<file path="src/design/bert_pkg.sv">
// Behaviour
// - Rising force_strobe_a bit sends the checker back to pattern search.
// - Rising load bit copies bit/error counts to holding registers and clears counters.
// - Three-bit select picks PRBS7, 11, 15, QRSS, repetitive, alternating, 55-octet, PRBS9.
// - QRSS is a 2^20-1 sequence with zero runs limited to fourteen.
// - The 55-octet sequence repeats every 440 bits; the checker aligns to it at any bit offset.
// - Receive invert bit flips every incoming bit before comparison.
// - Transmit invert bit flips every outgoing pattern bit.
// - Rising transmit load bit restarts the generator on the configured pattern.
// - Repetitive length equals the four-bit field plus seventeen bits.
// - Checker ignores repetitive length while a pseudorandom pattern is selected.
// - Rising single-error bit corrupts exactly one transmitted bit.
// - Rate field inserts errors automatically, one decade per code, none for zero.
// - In-sync flag sets after 32 consecutive matching bits; double interrupt source.
// - Loss-of-sync flag sets on search start, stays set until status read while in sync.
// - All-zeros flag sets after 32 zeros, clears only after a one.
// - All-ones flag sets after 32 ones, clears only after a zero.
// - Error counter overflow flag latches on 24-bit overflow, clears on read.
// - Bit counter overflow flag latches on 32-bit overflow, clears on read.
// - Bit error flag latches on mismatch while synchronized, clears on read.
// - Mask bits gate pending events onto interrupt; conditions interrupt on both edges.
package bert_pkg;
  localparam logic [7:0] ADDR_STATUS = 8'h26;
  localparam logic [7:0] ADDR_MASK = 8'h27;
  localparam logic [7:0] ADDR_CTRL1 = 8'he0;
  localparam logic [7:0] ADDR_CTRL2 = 8'he1;
  localparam logic [7:0] STATUS_RESET = 8'h00;
  localparam logic [7:0] MASK_RESET = 8'h00;
  localparam logic [7:0] CTRL1_RESET = 8'h00;
  localparam logic [7:0] CTRL2_RESET = 8'h00;
  localparam int STAT_SYNC = 0;
  localparam int STAT_LOS = 1;
  localparam int STAT_ZEROS = 2;
  localparam int STAT_ONES = 3;
  localparam int STAT_ECO = 4;
  localparam int STAT_BCO = 5;
  localparam int STAT_BED = 6;
  localparam logic [2:0] PAT_PRBS7 = 3'h0;
  localparam logic [2:0] PAT_PRBS11 = 3'h1;
  localparam logic [2:0] PAT_PRBS15 = 3'h2;
  localparam logic [2:0] PAT_QRSS = 3'h3;
  localparam logic [2:0] PAT_REP = 3'h4;
  localparam logic [2:0] PAT_ALT = 3'h5;
  localparam logic [2:0] PAT_DALY = 3'h6;
  localparam logic [2:0] PAT_PRBS9 = 3'h7;
  localparam logic [8:0] REP_LEN_BASE = 9'h011;
  localparam logic [5:0] SYNC_MATCH_COUNT = 6'h20;
  localparam logic [5:0] RUN_COUNT = 6'h20;
  localparam int DALY_BITS = 440;
  localparam int QRSS_ZERO_LIMIT = 14;
  localparam logic [23:0] ERR_PERIOD_1 = 24'h00000a;
  localparam logic [23:0] ERR_PERIOD_2 = 24'h000064;
  localparam logic [23:0] ERR_PERIOD_3 = 24'h0003e8;

  typedef struct packed {
    logic tx_pattern_load_strobe;
    logic tx_invert_enable;
    logic rx_invert_enable;
    logic [2:0] pattern_select;
    logic load_counters_strobe;
    logic force_strobe_a;
  } bert_ctrl1_type;

  typedef struct packed {
    logic [2:0] error_rate;
    logic single_error_insert_strobe;
    logic [3:0] rep_length;
  } bert_ctrl2_type;

  typedef struct packed {
    logic [31:0] lfsr;
    logic [8:0] idx;
    logic half;
    logic [7:0] wcnt;
  } bert_pat_type;

  localparam bert_pat_type PAT_SEED = '{lfsr: 32'hffffffff, idx: 9'h000, half: 1'b0, wcnt: 8'h00};

  function automatic logic bert_is_prbs(input logic [2:0] sel);
    return (sel <= PAT_QRSS) || (sel == PAT_PRBS9);
  endfunction

  // Raw feedback bit of the selected polynomial
  function automatic logic bert_fb(input logic [31:0] s, input logic [2:0] sel);
    case (sel)
      PAT_PRBS7: return s[6] ^ s[5];
      PAT_PRBS9: return s[8] ^ s[4];
      PAT_PRBS11: return s[10] ^ s[8];
      PAT_PRBS15: return s[14] ^ s[13];
      PAT_QRSS: return s[19] ^ s[16];
      default: return 1'b0;
    endcase
  endfunction

  // Expected line bit for the current pattern state
  function automatic logic bert_pat_bit(input bert_pat_type p, input logic [2:0] sel,
                                        input logic [31:0] word, input logic [DALY_BITS-1:0] table_bits);
    case (sel)
      PAT_QRSS: return bert_fb(p.lfsr, sel) | ~|p.lfsr[QRSS_ZERO_LIMIT-1:0];
      PAT_REP: return word[p.idx[4:0]];
      PAT_ALT: return word[{p.half, p.idx[3:0]}];
      PAT_DALY: return table_bits[p.idx];
      default: return bert_fb(p.lfsr, sel);
    endcase
  endfunction

  // Advance one bit; PRBS state takes lfsr_in, fixed patterns walk their index
  function automatic bert_pat_type bert_pat_step(input bert_pat_type p, input logic [2:0] sel,
                                                 input logic [3:0] rep_len, input logic [7:0] alt_cnt,
                                                 input logic lfsr_in);
    bert_pat_type n;
    n = p;
    case (sel)
      PAT_REP: begin
        n.idx = (p.idx >= {5'h00, rep_len} + REP_LEN_BASE - 9'h001) ? 9'h000 : p.idx + 9'h001;
      end
      PAT_ALT: begin
        n.idx = {5'h00, p.idx[3:0] + 4'h1};
        if (p.idx[3:0] == 4'hf) begin
          n.wcnt = (p.wcnt == alt_cnt - 8'h01) ? 8'h00 : p.wcnt + 8'h01;
          n.half = (p.wcnt == alt_cnt - 8'h01) ? ~p.half : p.half;
        end
      end
      PAT_DALY: n.idx = (p.idx == 9'(DALY_BITS - 1)) ? 9'h000 : p.idx + 9'h001;
      default: n.lfsr = {p.lfsr[30:0], lfsr_in};
    endcase
    return n;
  endfunction
endpackage

</file>
<file path="src/design/bert_buf.sv">
`timescale 1ns/1ps
module bert_buf #(
  parameter int WIDTH = 1,
  parameter int DEPTH = 2
) (
  input wire logic clk, // Clock
  input wire logic reset, // Async reset, high
  input wire logic in_valid, // Word offered
  output logic in_ready, // Room available
  input wire logic [WIDTH-1:0] in_data, // Word in
  output logic out_valid, // Word held
  input wire logic out_ready, // Receiver takes word
  output logic [WIDTH-1:0] out_data // Oldest word
);
  localparam int AW = (DEPTH > 1) ? $clog2(DEPTH) : 1;
  logic [WIDTH-1:0] mem_ff [DEPTH];
  logic [WIDTH-1:0] nxt_mem [DEPTH];
  logic [AW-1:0] wr_ff, nxt_wr, rd_ff, nxt_rd;
  logic [AW:0] cnt_ff, nxt_cnt;
  logic push, pop;

  // Full and empty come straight from the occupancy count
  assign in_ready = (cnt_ff != (AW+1)'(DEPTH));
  assign out_valid = (cnt_ff != '0);
  assign out_data = mem_ff[rd_ff];
  assign push = in_valid & in_ready;
  assign pop = out_valid & out_ready;

  // Pointer and storage updates
  always_comb begin
    nxt_mem = mem_ff;
    nxt_wr = wr_ff;
    nxt_rd = rd_ff;
    nxt_cnt = cnt_ff;
    if (push) begin
      nxt_mem[wr_ff] = in_data;
      nxt_wr = (wr_ff == AW'(DEPTH - 1)) ? '0 : wr_ff + AW'(1);
    end
    if (pop) begin
      nxt_rd = (rd_ff == AW'(DEPTH - 1)) ? '0 : rd_ff + AW'(1);
    end
    nxt_cnt = cnt_ff + (AW+1)'(push) - (AW+1)'(pop);
  end

  always_ff @(posedge clk or posedge reset) begin
    if (reset) begin
      for (int i = 0; i < DEPTH; i++) begin
        mem_ff[i] <= '0;
      end
      wr_ff <= '0;
      rd_ff <= '0;
      cnt_ff <= '0;
    end else begin
      mem_ff <= nxt_mem;
      wr_ff <= nxt_wr;
      rd_ff <= nxt_rd;
      cnt_ff <= nxt_cnt;
    end
  end
endmodule

</file>
<file path="src/design/bert_rate.sv">
`timescale 1ns/1ps
module bert_rate #(
  parameter logic [23:0] PERIOD_4 = 24'h002710,
  parameter logic [23:0] PERIOD_5 = 24'h0186a0,
  parameter logic [23:0] PERIOD_6 = 24'h0f4240,
  parameter logic [23:0] PERIOD_7 = 24'h989680
) (
  input wire logic clk, // Clock
  input wire logic reset, // Async reset, high
  input wire logic step, // One transmitted bit
  input wire logic [2:0] rate_code, // Decade code, zero is off
  output logic hit // Corrupt this bit
);
  import bert_pkg::*;
  logic [23:0] cnt_ff, nxt_cnt, period;

  // One error per period bits; decade per code step
  always_comb begin
    case (rate_code)
      3'h1: period = ERR_PERIOD_1;
      3'h2: period = ERR_PERIOD_2;
      3'h3: period = ERR_PERIOD_3;
      3'h4: period = PERIOD_4;
      3'h5: period = PERIOD_5;
      3'h6: period = PERIOD_6;
      3'h7: period = PERIOD_7;
      default: period = 24'h000000;
    endcase
    hit = step && (rate_code != 3'h0) && (cnt_ff >= period - 24'h000001);
    nxt_cnt = cnt_ff;
    if (rate_code == 3'h0) begin
      nxt_cnt = 24'h000000;
    end else if (step) begin
      nxt_cnt = hit ? 24'h000000 : cnt_ff + 24'h000001;
    end
  end

  always_ff @(posedge clk or posedge reset) begin
    if (reset) begin
      cnt_ff <= 24'h000000;
    end else begin
      cnt_ff <= nxt_cnt;
    end
  end
endmodule

</file>
<file path="src/design/bert_top.sv">
`timescale 1ns/1ps
module bert_top #(
  parameter logic [bert_pkg::DALY_BITS-1:0] DALY_TABLE = {55{8'h80}},
  parameter logic [5:0] LOS_WINDOW = 6'h3f,
  parameter logic [5:0] LOS_ERRORS = 6'h06,
  parameter logic [23:0] ERR_PERIOD_4 = 24'h002710,
  parameter logic [23:0] ERR_PERIOD_5 = 24'h0186a0,
  parameter logic [23:0] ERR_PERIOD_6 = 24'h0f4240,
  parameter logic [23:0] ERR_PERIOD_7 = 24'h989680
) (
  input wire logic clk, // Clock, 20 MHz
  input wire logic reset, // Async reset, high
  input wire logic [7:0] addr, // Register address
  input wire logic wr_en, // Write strobe
  input wire logic rd_en, // Read strobe
  input wire logic [7:0] wdata, // Write data
  output logic [7:0] rdata, // Read data, next cycle
  output logic irq, // Interrupt, high
  input wire logic [31:0] pattern_word, // Repetitive or alternating words
  input wire logic [7:0] alt_count, // Words per alternation
  output logic tx_valid, // Transmit bit ready
  input wire logic tx_ready, // Data path takes bit
  output logic tx_bit, // Transmit bit
  input wire logic rx_valid, // Receive bit present
  input wire logic rx_bit, // Receive bit
  output logic rx_in_sync, // Live sync state
  output logic [31:0] bit_count_hold, // Latched bit count
  output logic [23:0] err_count_hold // Latched error count
);
  import bert_pkg::*;

  typedef enum logic [1:0] {
    CHK_SEARCH = 2'b01,
    CHK_SYNC = 2'b10
  } bert_chk_type;

  bert_ctrl1_type ctrl1_ff, nxt_ctrl1;
  bert_ctrl2_type ctrl2_ff, nxt_ctrl2;
  logic [7:0] mask_ff, nxt_mask, rdata_ff, nxt_rdata;
  logic [6:0] stat_ff, nxt_stat, pend_ff, nxt_pend, stat_set, stat_clr_ok;
  logic [3:0] cond_ff, cond_live;
  logic wr_c1, wr_c2, rd_stat;
  logic force_strobe_a_edge, load_edge, txload_edge, sbe_edge;
  bert_chk_type chk_ff, nxt_chk;
  bert_pat_type cpat_ff, nxt_cpat, gpat_ff, nxt_gpat;
  logic [5:0] match_ff, nxt_match, win_ff, nxt_win, werr_ff, nxt_werr, zrun_ff, nxt_zrun, orun_ff, nxt_orun;
  logic [31:0] bitcnt_ff, nxt_bitcnt, bhold_ff, nxt_bhold;
  logic [23:0] errcnt_ff, nxt_errcnt, ehold_ff, nxt_ehold;
  logic sbe_pend_ff, nxt_sbe_pend;
  logic rx_d, exp_bit, match, prbs_sel, bco_set, eco_set;
  logic gen_take, gen_bit, rate_hit, inject, tx_buf_in_ready;

  // Strobe edges seen at the write itself; one clock, so the edge is already in the bit logic
  assign wr_c1 = wr_en && (addr == ADDR_CTRL1);
  assign wr_c2 = wr_en && (addr == ADDR_CTRL2);
  assign rd_stat = rd_en && (addr == ADDR_STATUS);
  assign force_strobe_a_edge = wr_c1 && wdata[0] && !ctrl1_ff.force_strobe_a;
  assign load_edge = wr_c1 && wdata[1] && !ctrl1_ff.load_counters_strobe;
  assign txload_edge = wr_c1 && wdata[7] && !ctrl1_ff.tx_pattern_load_strobe;
  assign sbe_edge = wr_c2 && wdata[4] && !ctrl2_ff.single_error_insert_strobe;

  // Generator: always offers a bit, advances only when the buffer accepts
  assign gen_take = tx_buf_in_ready;
  assign inject = gen_take && (sbe_pend_ff || rate_hit);
  assign gen_bit = bert_pat_bit(gpat_ff, ctrl1_ff.pattern_select, pattern_word, DALY_TABLE) ^
                   ctrl1_ff.tx_invert_enable ^ inject;

  always_comb begin
    nxt_gpat = gpat_ff;
    if (txload_edge) begin
      nxt_gpat = PAT_SEED;
    end else if (gen_take) begin
      nxt_gpat = bert_pat_step(gpat_ff, ctrl1_ff.pattern_select, ctrl2_ff.rep_length, alt_count,
                               bert_fb(gpat_ff.lfsr, ctrl1_ff.pattern_select));
    end
    // A new strobe during the consuming bit stays pending
    nxt_sbe_pend = sbe_edge || (sbe_pend_ff && !gen_take);
  end

  always_ff @(posedge clk or posedge reset) begin
    if (reset) begin
      gpat_ff <= PAT_SEED;
      sbe_pend_ff <= 1'b0;
    end else begin
      gpat_ff <= nxt_gpat;
      sbe_pend_ff <= nxt_sbe_pend;
    end
  end

  bert_buf #(.WIDTH(1), .DEPTH(2)) u_tx_buf (
    .clk(clk),
    .reset(reset),
    .in_valid(1'b1),
    .in_ready(tx_buf_in_ready),
    .in_data(gen_bit),
    .out_valid(tx_valid),
    .out_ready(tx_ready),
    .out_data(tx_bit)
  );

  bert_rate #(.PERIOD_4(ERR_PERIOD_4), .PERIOD_5(ERR_PERIOD_5), .PERIOD_6(ERR_PERIOD_6),
              .PERIOD_7(ERR_PERIOD_7)) u_rate (
    .clk(clk),
    .reset(reset),
    .step(gen_take),
    .rate_code(ctrl2_ff.error_rate),
    .hit(rate_hit)
  );

  // Checker compare; repetitive length is only consulted by the fixed patterns
  assign rx_d = rx_bit ^ ctrl1_ff.rx_invert_enable;
  assign prbs_sel = bert_is_prbs(ctrl1_ff.pattern_select);
  assign exp_bit = bert_pat_bit(cpat_ff, ctrl1_ff.pattern_select, pattern_word, DALY_TABLE);
  assign match = (rx_d == exp_bit);
  assign rx_in_sync = (chk_ff == CHK_SYNC);

  // Synchroniser, runs, counters; PRBS search seeds from the line, fixed patterns slip on a miss
  always_comb begin
    logic qrss_fill;
    qrss_fill = (ctrl1_ff.pattern_select == PAT_QRSS) && !(|cpat_ff.lfsr[QRSS_ZERO_LIMIT-1:0]);
    nxt_chk = chk_ff;
    nxt_cpat = cpat_ff;
    nxt_match = match_ff;
    nxt_win = win_ff;
    nxt_werr = werr_ff;
    nxt_zrun = zrun_ff;
    nxt_orun = orun_ff;
    nxt_bitcnt = bitcnt_ff;
    nxt_errcnt = errcnt_ff;
    bco_set = 1'b0;
    eco_set = 1'b0;
    if (rx_valid) begin
      nxt_zrun = rx_d ? 6'h00 : ((zrun_ff == RUN_COUNT) ? zrun_ff : zrun_ff + 6'h01);
      nxt_orun = !rx_d ? 6'h00 : ((orun_ff == RUN_COUNT) ? orun_ff : orun_ff + 6'h01);
      case (chk_ff)
        CHK_SEARCH: begin
          if (prbs_sel) begin
            nxt_cpat.lfsr = {cpat_ff.lfsr[30:0], qrss_fill ? bert_fb(cpat_ff.lfsr, PAT_QRSS) : rx_d};
          end else if (match) begin
            nxt_cpat = bert_pat_step(cpat_ff, ctrl1_ff.pattern_select, ctrl2_ff.rep_length, alt_count, 1'b0);
          end
          nxt_match = match ? match_ff + 6'h01 : 6'h00;
          if (match && (match_ff == SYNC_MATCH_COUNT - 6'h01)) begin
            nxt_chk = CHK_SYNC;
            nxt_win = 6'h00;
            nxt_werr = 6'h00;
          end
        end
        CHK_SYNC: begin
          nxt_cpat = bert_pat_step(cpat_ff, ctrl1_ff.pattern_select, ctrl2_ff.rep_length, alt_count,
                                   bert_fb(cpat_ff.lfsr, ctrl1_ff.pattern_select));
          if (bitcnt_ff != 32'hffffffff) begin
            nxt_bitcnt = bitcnt_ff + 32'h00000001;
            bco_set = (bitcnt_ff == 32'hfffffffe);
          end
          if (!match) begin
            if (errcnt_ff != 24'hffffff) begin
              nxt_errcnt = errcnt_ff + 24'h000001;
              eco_set = (errcnt_ff == 24'hfffffe);
            end
          end
          // Too many errors inside one window means the pattern was lost
          nxt_werr = (win_ff == LOS_WINDOW) ? 6'h00 : werr_ff + {5'h00, !match};
          nxt_win = (win_ff == LOS_WINDOW) ? 6'h00 : win_ff + 6'h01;
          if (!match && (werr_ff + 6'h01 >= LOS_ERRORS)) begin
            nxt_chk = CHK_SEARCH;
            nxt_match = 6'h00;
          end
        end
        default: nxt_chk = CHK_SEARCH;
      endcase
    end
    if (force_strobe_a_edge) begin
      nxt_chk = CHK_SEARCH;
      nxt_match = 6'h00;
      nxt_cpat = PAT_SEED;
    end
    if (load_edge) begin
      nxt_bitcnt = 32'h00000000;
      nxt_errcnt = 24'h000000;
    end
  end

  assign nxt_bhold = load_edge ? bitcnt_ff : bhold_ff;
  assign nxt_ehold = load_edge ? errcnt_ff : ehold_ff;

  always_ff @(posedge clk or posedge reset) begin
    if (reset) begin
      chk_ff <= CHK_SEARCH;
      cpat_ff <= PAT_SEED;
      match_ff <= 6'h00;
      win_ff <= 6'h00;
      werr_ff <= 6'h00;
      zrun_ff <= 6'h00;
      orun_ff <= 6'h00;
      bitcnt_ff <= 32'h00000000;
      errcnt_ff <= 24'h000000;
      bhold_ff <= 32'h00000000;
      ehold_ff <= 24'h000000;
    end else begin
      chk_ff <= nxt_chk;
      cpat_ff <= nxt_cpat;
      match_ff <= nxt_match;
      win_ff <= nxt_win;
      werr_ff <= nxt_werr;
      zrun_ff <= nxt_zrun;
      orun_ff <= nxt_orun;
      bitcnt_ff <= nxt_bitcnt;
      errcnt_ff <= nxt_errcnt;
      bhold_ff <= nxt_bhold;
      ehold_ff <= nxt_ehold;
    end
  end
  assign bit_count_hold = bhold_ff;
  assign err_count_hold = ehold_ff;

  // Live conditions behind the four double-interrupt bits
  assign cond_live = {nxt_orun == RUN_COUNT, nxt_zrun == RUN_COUNT, nxt_chk == CHK_SEARCH, nxt_chk == CHK_SYNC};

  // Status and register file; a set in the read cycle survives the clear
  always_comb begin
    stat_set[STAT_SYNC] = cond_live[0] && !cond_ff[0];
    stat_set[STAT_LOS] = (cond_live[1] && !cond_ff[1]) || force_strobe_a_edge;
    stat_set[STAT_ZEROS] = cond_live[2] && !cond_ff[2];
    stat_set[STAT_ONES] = cond_live[3] && !cond_ff[3];
    stat_set[STAT_ECO] = eco_set;
    stat_set[STAT_BCO] = bco_set;
    stat_set[STAT_BED] = rx_valid && rx_in_sync && !match;
    stat_clr_ok = {3'h7, !cond_live[3], !cond_live[2], cond_live[0], !cond_live[0]};
    nxt_stat = (stat_ff & ~(rd_stat ? stat_clr_ok : 7'h00)) | stat_set;
    nxt_pend = (pend_ff & ~(rd_stat ? 7'h7f : 7'h00)) | {stat_set[6:4], cond_live ^ cond_ff};
    nxt_ctrl1 = wr_c1 ? bert_ctrl1_type'(wdata) : ctrl1_ff;
    nxt_ctrl2 = wr_c2 ? bert_ctrl2_type'(wdata) : ctrl2_ff;
    nxt_mask = (wr_en && (addr == ADDR_MASK)) ? {1'b0, wdata[6:0]} : mask_ff;
    nxt_rdata = rdata_ff;
    if (rd_en) begin
      case (addr)
        ADDR_STATUS: nxt_rdata = {1'b0, stat_ff};
        ADDR_MASK: nxt_rdata = mask_ff;
        ADDR_CTRL1: nxt_rdata = ctrl1_ff;
        ADDR_CTRL2: nxt_rdata = ctrl2_ff;
        default: nxt_rdata = 8'h00;
      endcase
    end
  end

  always_ff @(posedge clk or posedge reset) begin
    if (reset) begin
      ctrl1_ff <= bert_ctrl1_type'(CTRL1_RESET);
      ctrl2_ff <= bert_ctrl2_type'(CTRL2_RESET);
      mask_ff <= MASK_RESET;
      stat_ff <= STATUS_RESET[6:0];
      pend_ff <= 7'h00;
      cond_ff <= 4'h2;
      rdata_ff <= 8'h00;
    end else begin
      ctrl1_ff <= nxt_ctrl1;
      ctrl2_ff <= nxt_ctrl2;
      mask_ff <= nxt_mask;
      stat_ff <= nxt_stat;
      pend_ff <= nxt_pend;
      cond_ff <= cond_live;
      rdata_ff <= nxt_rdata;
    end
  end
  assign rdata = rdata_ff;
  assign irq = |(pend_ff & mask_ff[6:0]);

  property p_force_strobe_a;
    @(posedge clk) disable iff (reset) force_strobe_a_edge |=> (chk_ff == CHK_SEARCH) && (match_ff == 6'h00);
  endproperty
  a_force_strobe_a: assert property (p_force_strobe_a) else $error("force_strobe_a did not restart search");
  property p_load;
    @(posedge clk) disable iff (reset) load_edge |=> (bhold_ff == $past(bitcnt_ff)) && (bitcnt_ff == 32'h0);
  endproperty
  a_load: assert property (p_load) else $error("counter load wrong");
  property p_sync32;
    @(posedge clk) disable iff (reset) $rose(rx_in_sync) |-> $past(match_ff) == 6'h1f;
  endproperty
  a_sync32: assert property (p_sync32) else $error("sync without 32 matches");
  property p_los;
    @(posedge clk) disable iff (reset) $fell(rx_in_sync) |-> stat_ff[STAT_LOS];
  endproperty
  a_los: assert property (p_los) else $error("loss of sync not latched");
  property p_zeros;
    @(posedge clk) disable iff (reset) (rx_valid && !rx_d && zrun_ff == 6'h1f) |=> stat_ff[STAT_ZEROS];
  endproperty
  a_zeros: assert property (p_zeros) else $error("all zeros not flagged");
  property p_ones_hold;
    @(posedge clk) disable iff (reset) (stat_ff[STAT_ONES] && (nxt_orun == RUN_COUNT)) |=> stat_ff[STAT_ONES];
  endproperty
  a_ones_hold: assert property (p_ones_hold) else $error("all ones cleared while ones");
  property p_bed_sync;
    @(posedge clk) disable iff (reset) $rose(stat_ff[STAT_BED]) |-> $past(rx_in_sync) && !$past(match);
  endproperty
  a_bed_sync: assert property (p_bed_sync) else $error("bit error outside sync");
  property p_set_wins;
    @(posedge clk) disable iff (reset) (rd_stat && stat_set[STAT_BED]) |=> stat_ff[STAT_BED];
  endproperty
  a_set_wins: assert property (p_set_wins) else $error("event lost under read");
  property p_mask;
    @(posedge clk) disable iff (reset) (mask_ff == 8'h00) |-> !irq;
  endproperty
  a_mask: assert property (p_mask) else $error("masked interrupt fired");
  property p_sbe;
    @(posedge clk) disable iff (reset) (sbe_pend_ff && gen_take && !sbe_edge) |=> !sbe_pend_ff;
  endproperty
  a_sbe: assert property (p_sbe) else $error("single error inserted twice");
  property p_eco;
    @(posedge clk) disable iff (reset) $rose(errcnt_ff == 24'hffffff) |-> stat_ff[STAT_ECO];
  endproperty
  a_eco: assert property (p_eco) else $error("error overflow not latched");

  c_sync: cover property (@(posedge clk) disable iff (reset) $rose(rx_in_sync));
  c_bed: cover property (@(posedge clk) disable iff (reset) $rose(stat_ff[STAT_BED]));
  c_inject: cover property (@(posedge clk) disable iff (reset) inject);
  c_irq: cover property (@(posedge clk) disable iff (reset) $rose(irq));
endmodule

</file>
<file path="config.mk">
export PLATFORM = sky130hd
export DESIGN_NAME = bert_top
export DESIGN_NICKNAME = d
export VERILOG_FILES = /design/src/design/bert_pkg.sv /design/src/design/bert_buf.sv /design/src/design/bert_rate.sv /design/src/design/bert_top.sv
export SDC_FILE = /design/constraint.sdc
export NUM_CORES = 1
export LEC_CHECK = 0
export ABC_AREA = 0
export ABC_CLOCK_PERIOD_IN_PS = 12100
export BUFFER_PORTS_ARGS = -buffer_cell sky130_fd_sc_hd__clkbuf_2
export CAP_MARGIN = 5
export CORE_MARGIN = 10
export CORE_UTILIZATION = 45
export CTS_CLUSTER_SIZE = 14
export DETAILED_ROUTE_END_ITERATION = 6
export PLACE_DENSITY = 0.59
export SYNTH_ARGS = -nofsm -noshare
export SYNTH_HDL_FRONTEND = slang
export SYNTH_HIERARCHICAL = 1
export SYNTH_SLANG_ARGS = --single-unit
export TNS_END_PERCENT = 50
</file>
<file path="constraint.sdc">
create_clock -name clk -period 12.1 [get_ports clk]
set_input_delay 1.815 -clock clk [delete_from_list [all_inputs] [get_ports clk]]
set_output_delay 1.815 -clock clk [all_outputs]
set_load 0.1 [all_outputs]
</file>
==> summary.txt <==
Timing
  – Time the worst path needs with I/O delays and setup: 4.91 ns
  – Least-Margin Pin Slew: 1.09 ns
  – Final Skew: 0.0188 ns
  – Tcrit/Tclk final: 0.405
  – Setup TNS: 0 ns
  – Fmax: 204 MHz
  – Fin. max-slew vios: 0
  – Rel. slew slack: 0.271
  – Final hold vios: 0
  – Final Setup Violations: 0
  – Unrepaired setup endpoints after global routing: no

Clock tree
  – Post-CTS setup buffers: 0
  – TritonCTS Buffers: 37
  – Clock root buffer: clkbuf_16
  – Post_cts resized: 0
  – Max Root-Sink Buffers: 3
  – H-tree depth: 2
  – # clock sinks: 300
  – Hold_buf cts: 0
  – Worst-path clk slew: 0.06 ns
  – Clock Latency Late Sink: 0.55 ns
  – CTS tree: built

Setup path
  – Setup crit start kind: primary input
  – Setup slack, reg-to-reg: 7.52 ns
  – Crit Path Class: in2reg
  – WP data required: 12.56 ns
  – Crit path max fanout: 27
  – Worst EP arrival: 5.37 ns
  – Critical path capture point type: flip-flop

GRT
  – Pin count of the biggest net entering global routing: 121
  – First-pass GRT wire length: 69000 um
  – Total track usage: 0.184
  – Vias in the first global route: 13400
  – Initial antenna violation count: 0
  – Overflow after GRT: 0

Detailed routing
  – Starting DRC count in detailed routing: 1070
  – Antenna Nets Post-Route: 0
  – Post-Route WL: 41300 um
  – Residual DRC: 0
  – Via density: 5.60
  – Vias: 13400
  – DR pass1 iterations: 5
  – Per-cell routed wire length: 17.2 um

Hold path
  – Hold crit path type: reg2reg

Pwr
  – Comb pwr share: 0.199
  – Worst VDD drop: 0.000101 V
  – Leak: 8.91 nW
  – Internal: 2.06 mW
  – Reg power frac: 0.423
  – Power density over cell area: 157 mW/mm^2
  – Switch Pwr: 0.906 mW
  – Switching portion of total power: 0.306
  – Clk network pwr share: 0.378

Placement
  – Gpl congestion: 0.863
  – DP Area: 0.0176 sq mm
  – DP HPWL: 28500 um
  – IO Port Bufs: 130
  – Placed Cells: 2330

Floorplan
  – Row Count: 70
  – Core Area: 0.0365 sq mm
  – Initial Util: 0.456
  – I/O pin cnt: 131
  – Die area: 0.0451 sq mm
  – Die X: 212 um
  – Die height: 212 um

Logic synthesis
  – Yosys Warn Count: 6
  – Average instance area after synthesis: 9.19 sq um
  – Count of different cell masters after synthesis: 90
  – Cell area after synthesis: 0.0166 sq mm
  – Sequential-to-total area share from yosys stat: 0.454
  – Main synth FF type: dfrtp_1
  – FFs w/ async S/R, synth: 1.00
  – Cells after synthesis: 1811
  – FF+latch count, synth: 300
  – Post-synth EDFFs: 0

Run status
  – Status: complete, no violations

Layout
  – Non-filler cells, final: 2398
  – Utilization after layout: 0.515
  – Nets: 2026
  – Post-route cell area: 0.0188 sq mm
  – Layout area overhead: 13.1%
  – Share of layout cells above drive strength 1: 0.164

Job
  – Max-cap violations: 0
-- layout by cell type, fill, tap and decap left out, types with 6 or more instances in the layout --
master | synthesis | routed
clkbuf_2 | 0 | 130
mux2i_1 | 12 | 12
o32ai_1 | 6 | 6
a31oi_1 | 6 | 6
a22oi_1 | 8 | 8
ha_1 | 62 | 62
o21ai_0 | 101 | 101
or3_1 | 16 | 16
nor2b_1 | 15 | 15
buf_4 | 0 | 12
a21o_1 | 16 | 16
dfstp_2 | 42 | 42
nor3_1 | 26 | 26
inv_1 | 70 | 69
dfrtp_1 | 258 | 258
clkbuf_1 | 76 | 14
nand4_1 | 38 | 38
o22ai_1 | 12 | 12
nor2_1 | 105 | 105
nand2b_1 | 22 | 22
a22o_1 | 11 | 11
nor4_1 | 18 | 17
nor3b_1 | 10 | 8
xnor2_1 | 45 | 45
mux2_2 | 30 | 30
a21oi_1 | 61 | 61
mux4_2 | 16 | 16
xor2_1 | 48 | 48
nand3_1 | 115 | 115
clkbuf_16 | 0 | 40
nand2_1 | 364 | 364
and4_1 | 6 | 6
clkinv_2 | 0 | 6
o31ai_1 | 16 | 16
and3_1 | 36 | 36
or2_2 | 9 | 9
and2_1 | 8 | 8
a221oi_1 | 11 | 11
-- synthesized netlist by cell type (all sizes together), types with 4 or more instances --
cell type	count	area, sq um
nand3	115	576
nor2	106	400
mux4	19	439
or2	13	83.8
a41o	4	40.0
ha	62	776
nor3	28	150
or3	16	100
a21o	16	120
and2	9	58.8
o22a	4	35.0
xor2	48	420
o22ai	12	75.1
nor4	20	146
a22oi	8	60.1
o31ai	16	120
dfstp	42	1100
mux2	33	372
a221oi	11	96.3
nor2b	15	93.8
dfrtp	258	6460
xnor2	46	410
nand2	364	1370
nor3b	10	75.1
a22o	11	96.3
a31oi	7	58.8
a21oi	61	305
clkbuf	76	285
nand2b	23	146
and3	36	225
o32ai	6	52.6
o21ai	106	531
a41oi	5	43.8
nand4	38	238
or4	6	52.6
buf	17	111
o311ai	4	42.6
inv	71	267
and4	6	52.6
or3b	4	35.0
mux2i	12	120
-- metal layers --
| metal | up-vias | track usage | routed length, um |
|---|---|---|---|
| met4 | 0 | 0.0547 | 784 |
| met2 | 259 | 0.284 | 18400 |
| met5 | - | 0 | 0 |
| met1 | 6564 | 0.256 | 20000 |
| met3 | 50 | 0.0346 | 2090 |
| li1 | 6548 | - | - |
-- kinds of logic (layout without fill, tap and decap cells) --
family	count (synthesis)	count (layout)	share of synthesized area
flip-flops	300	300	0.454
adder cells (fa/ha/maj)	62	62	0.0466
AND/OR/NAND/NOR	819	819	0.234
other	1	4	0.000225
multiplexers	64	64	0.0559
XOR/XNOR	94	94	0.0499
buffers and inverters	165	281	0.0401
AO/OA/AOI/OAI	306	306	0.119
-- sequential cells by signal (all words and copies together), names as in the netlist, 24 cells and up --
register and count:
bit_count_hold 32, bitcnt_ff 32, cpat_ff 38, err_count_hold 24, errcnt_ff 24, gpat_ff 38
u_rate/cnt_ff 24
-- critical path, cell delays in order --
cell,delay (ns)
clkbuf_2,0.08
or3b_2,0.50
nor4_2,0.24
buf_4,0.26
nand3_1,0.51
or3b_2,0.92
a21oi_1,0.54
buf_4,0.29
nor2_1,0.05
o21ai_0,0.15
-- final timing paths --
path	start	end	cells past startpoint
max in group asynchronous	reset	cpat_ff[2]	3
min in group asynchronous	reset	u_tx_buf/mem_ff[1]	2
worst min-delay path	bit_count_hold[7]	bit_count_hold[7]	2
worst min register to register	bit_count_hold[7]	bit_count_hold[7]	2
worst max register to register	ctrl2_ff[7]	u_tx_buf/mem_ff[1]	16
worst max-delay path	addr[3]	cpat_ff[18]	10
-- power by group through the flow --
stage	clock, mW	combinational (mW)	sequential (mW)
2_1_floorplan	0	0.481	1.23
3_3_place_gp	0	0.579	1.27
3_5_place_dp	0	0.594	1.27
4_1_cts	1.15	0.596	1.25
5_1_grt	1.19	0.670	1.27
6_report	1.12	0.591	1.25
-- per-stage QoR --
| step | setup slack, ns | hold slack [ns] | total power, mW |
|---|---|---|---|
| finish | 7.19 | 0.475 | 2.96 |
| global route | 6.90 | 0.491 | 3.13 |
| CTS | 7.23 | 0.479 | 3.00 |
| detailed placement | 6.64 | 0.462 | 1.86 |
| global placement | 6.72 | 0.460 | 1.84 |
| floorplan | 2.92 | 0.440 | 1.71 |
-- layout make-up --
type / instances / area [sq um]
Antenna cell: 1 / 2.50
Clock buffer: 55 / 1070
Clock inverter: 12 / 149
Fill cell: 3292 / 17700
Inverter: 72 / 278
Multi-Input combinational cell: 1348 / 8440
Sequential cell: 300 / 7560
Tap cell: 468 / 586
Timing Repair Buffer: 142 / 741
Note: power is estimated with default switching activity, not from simulation.
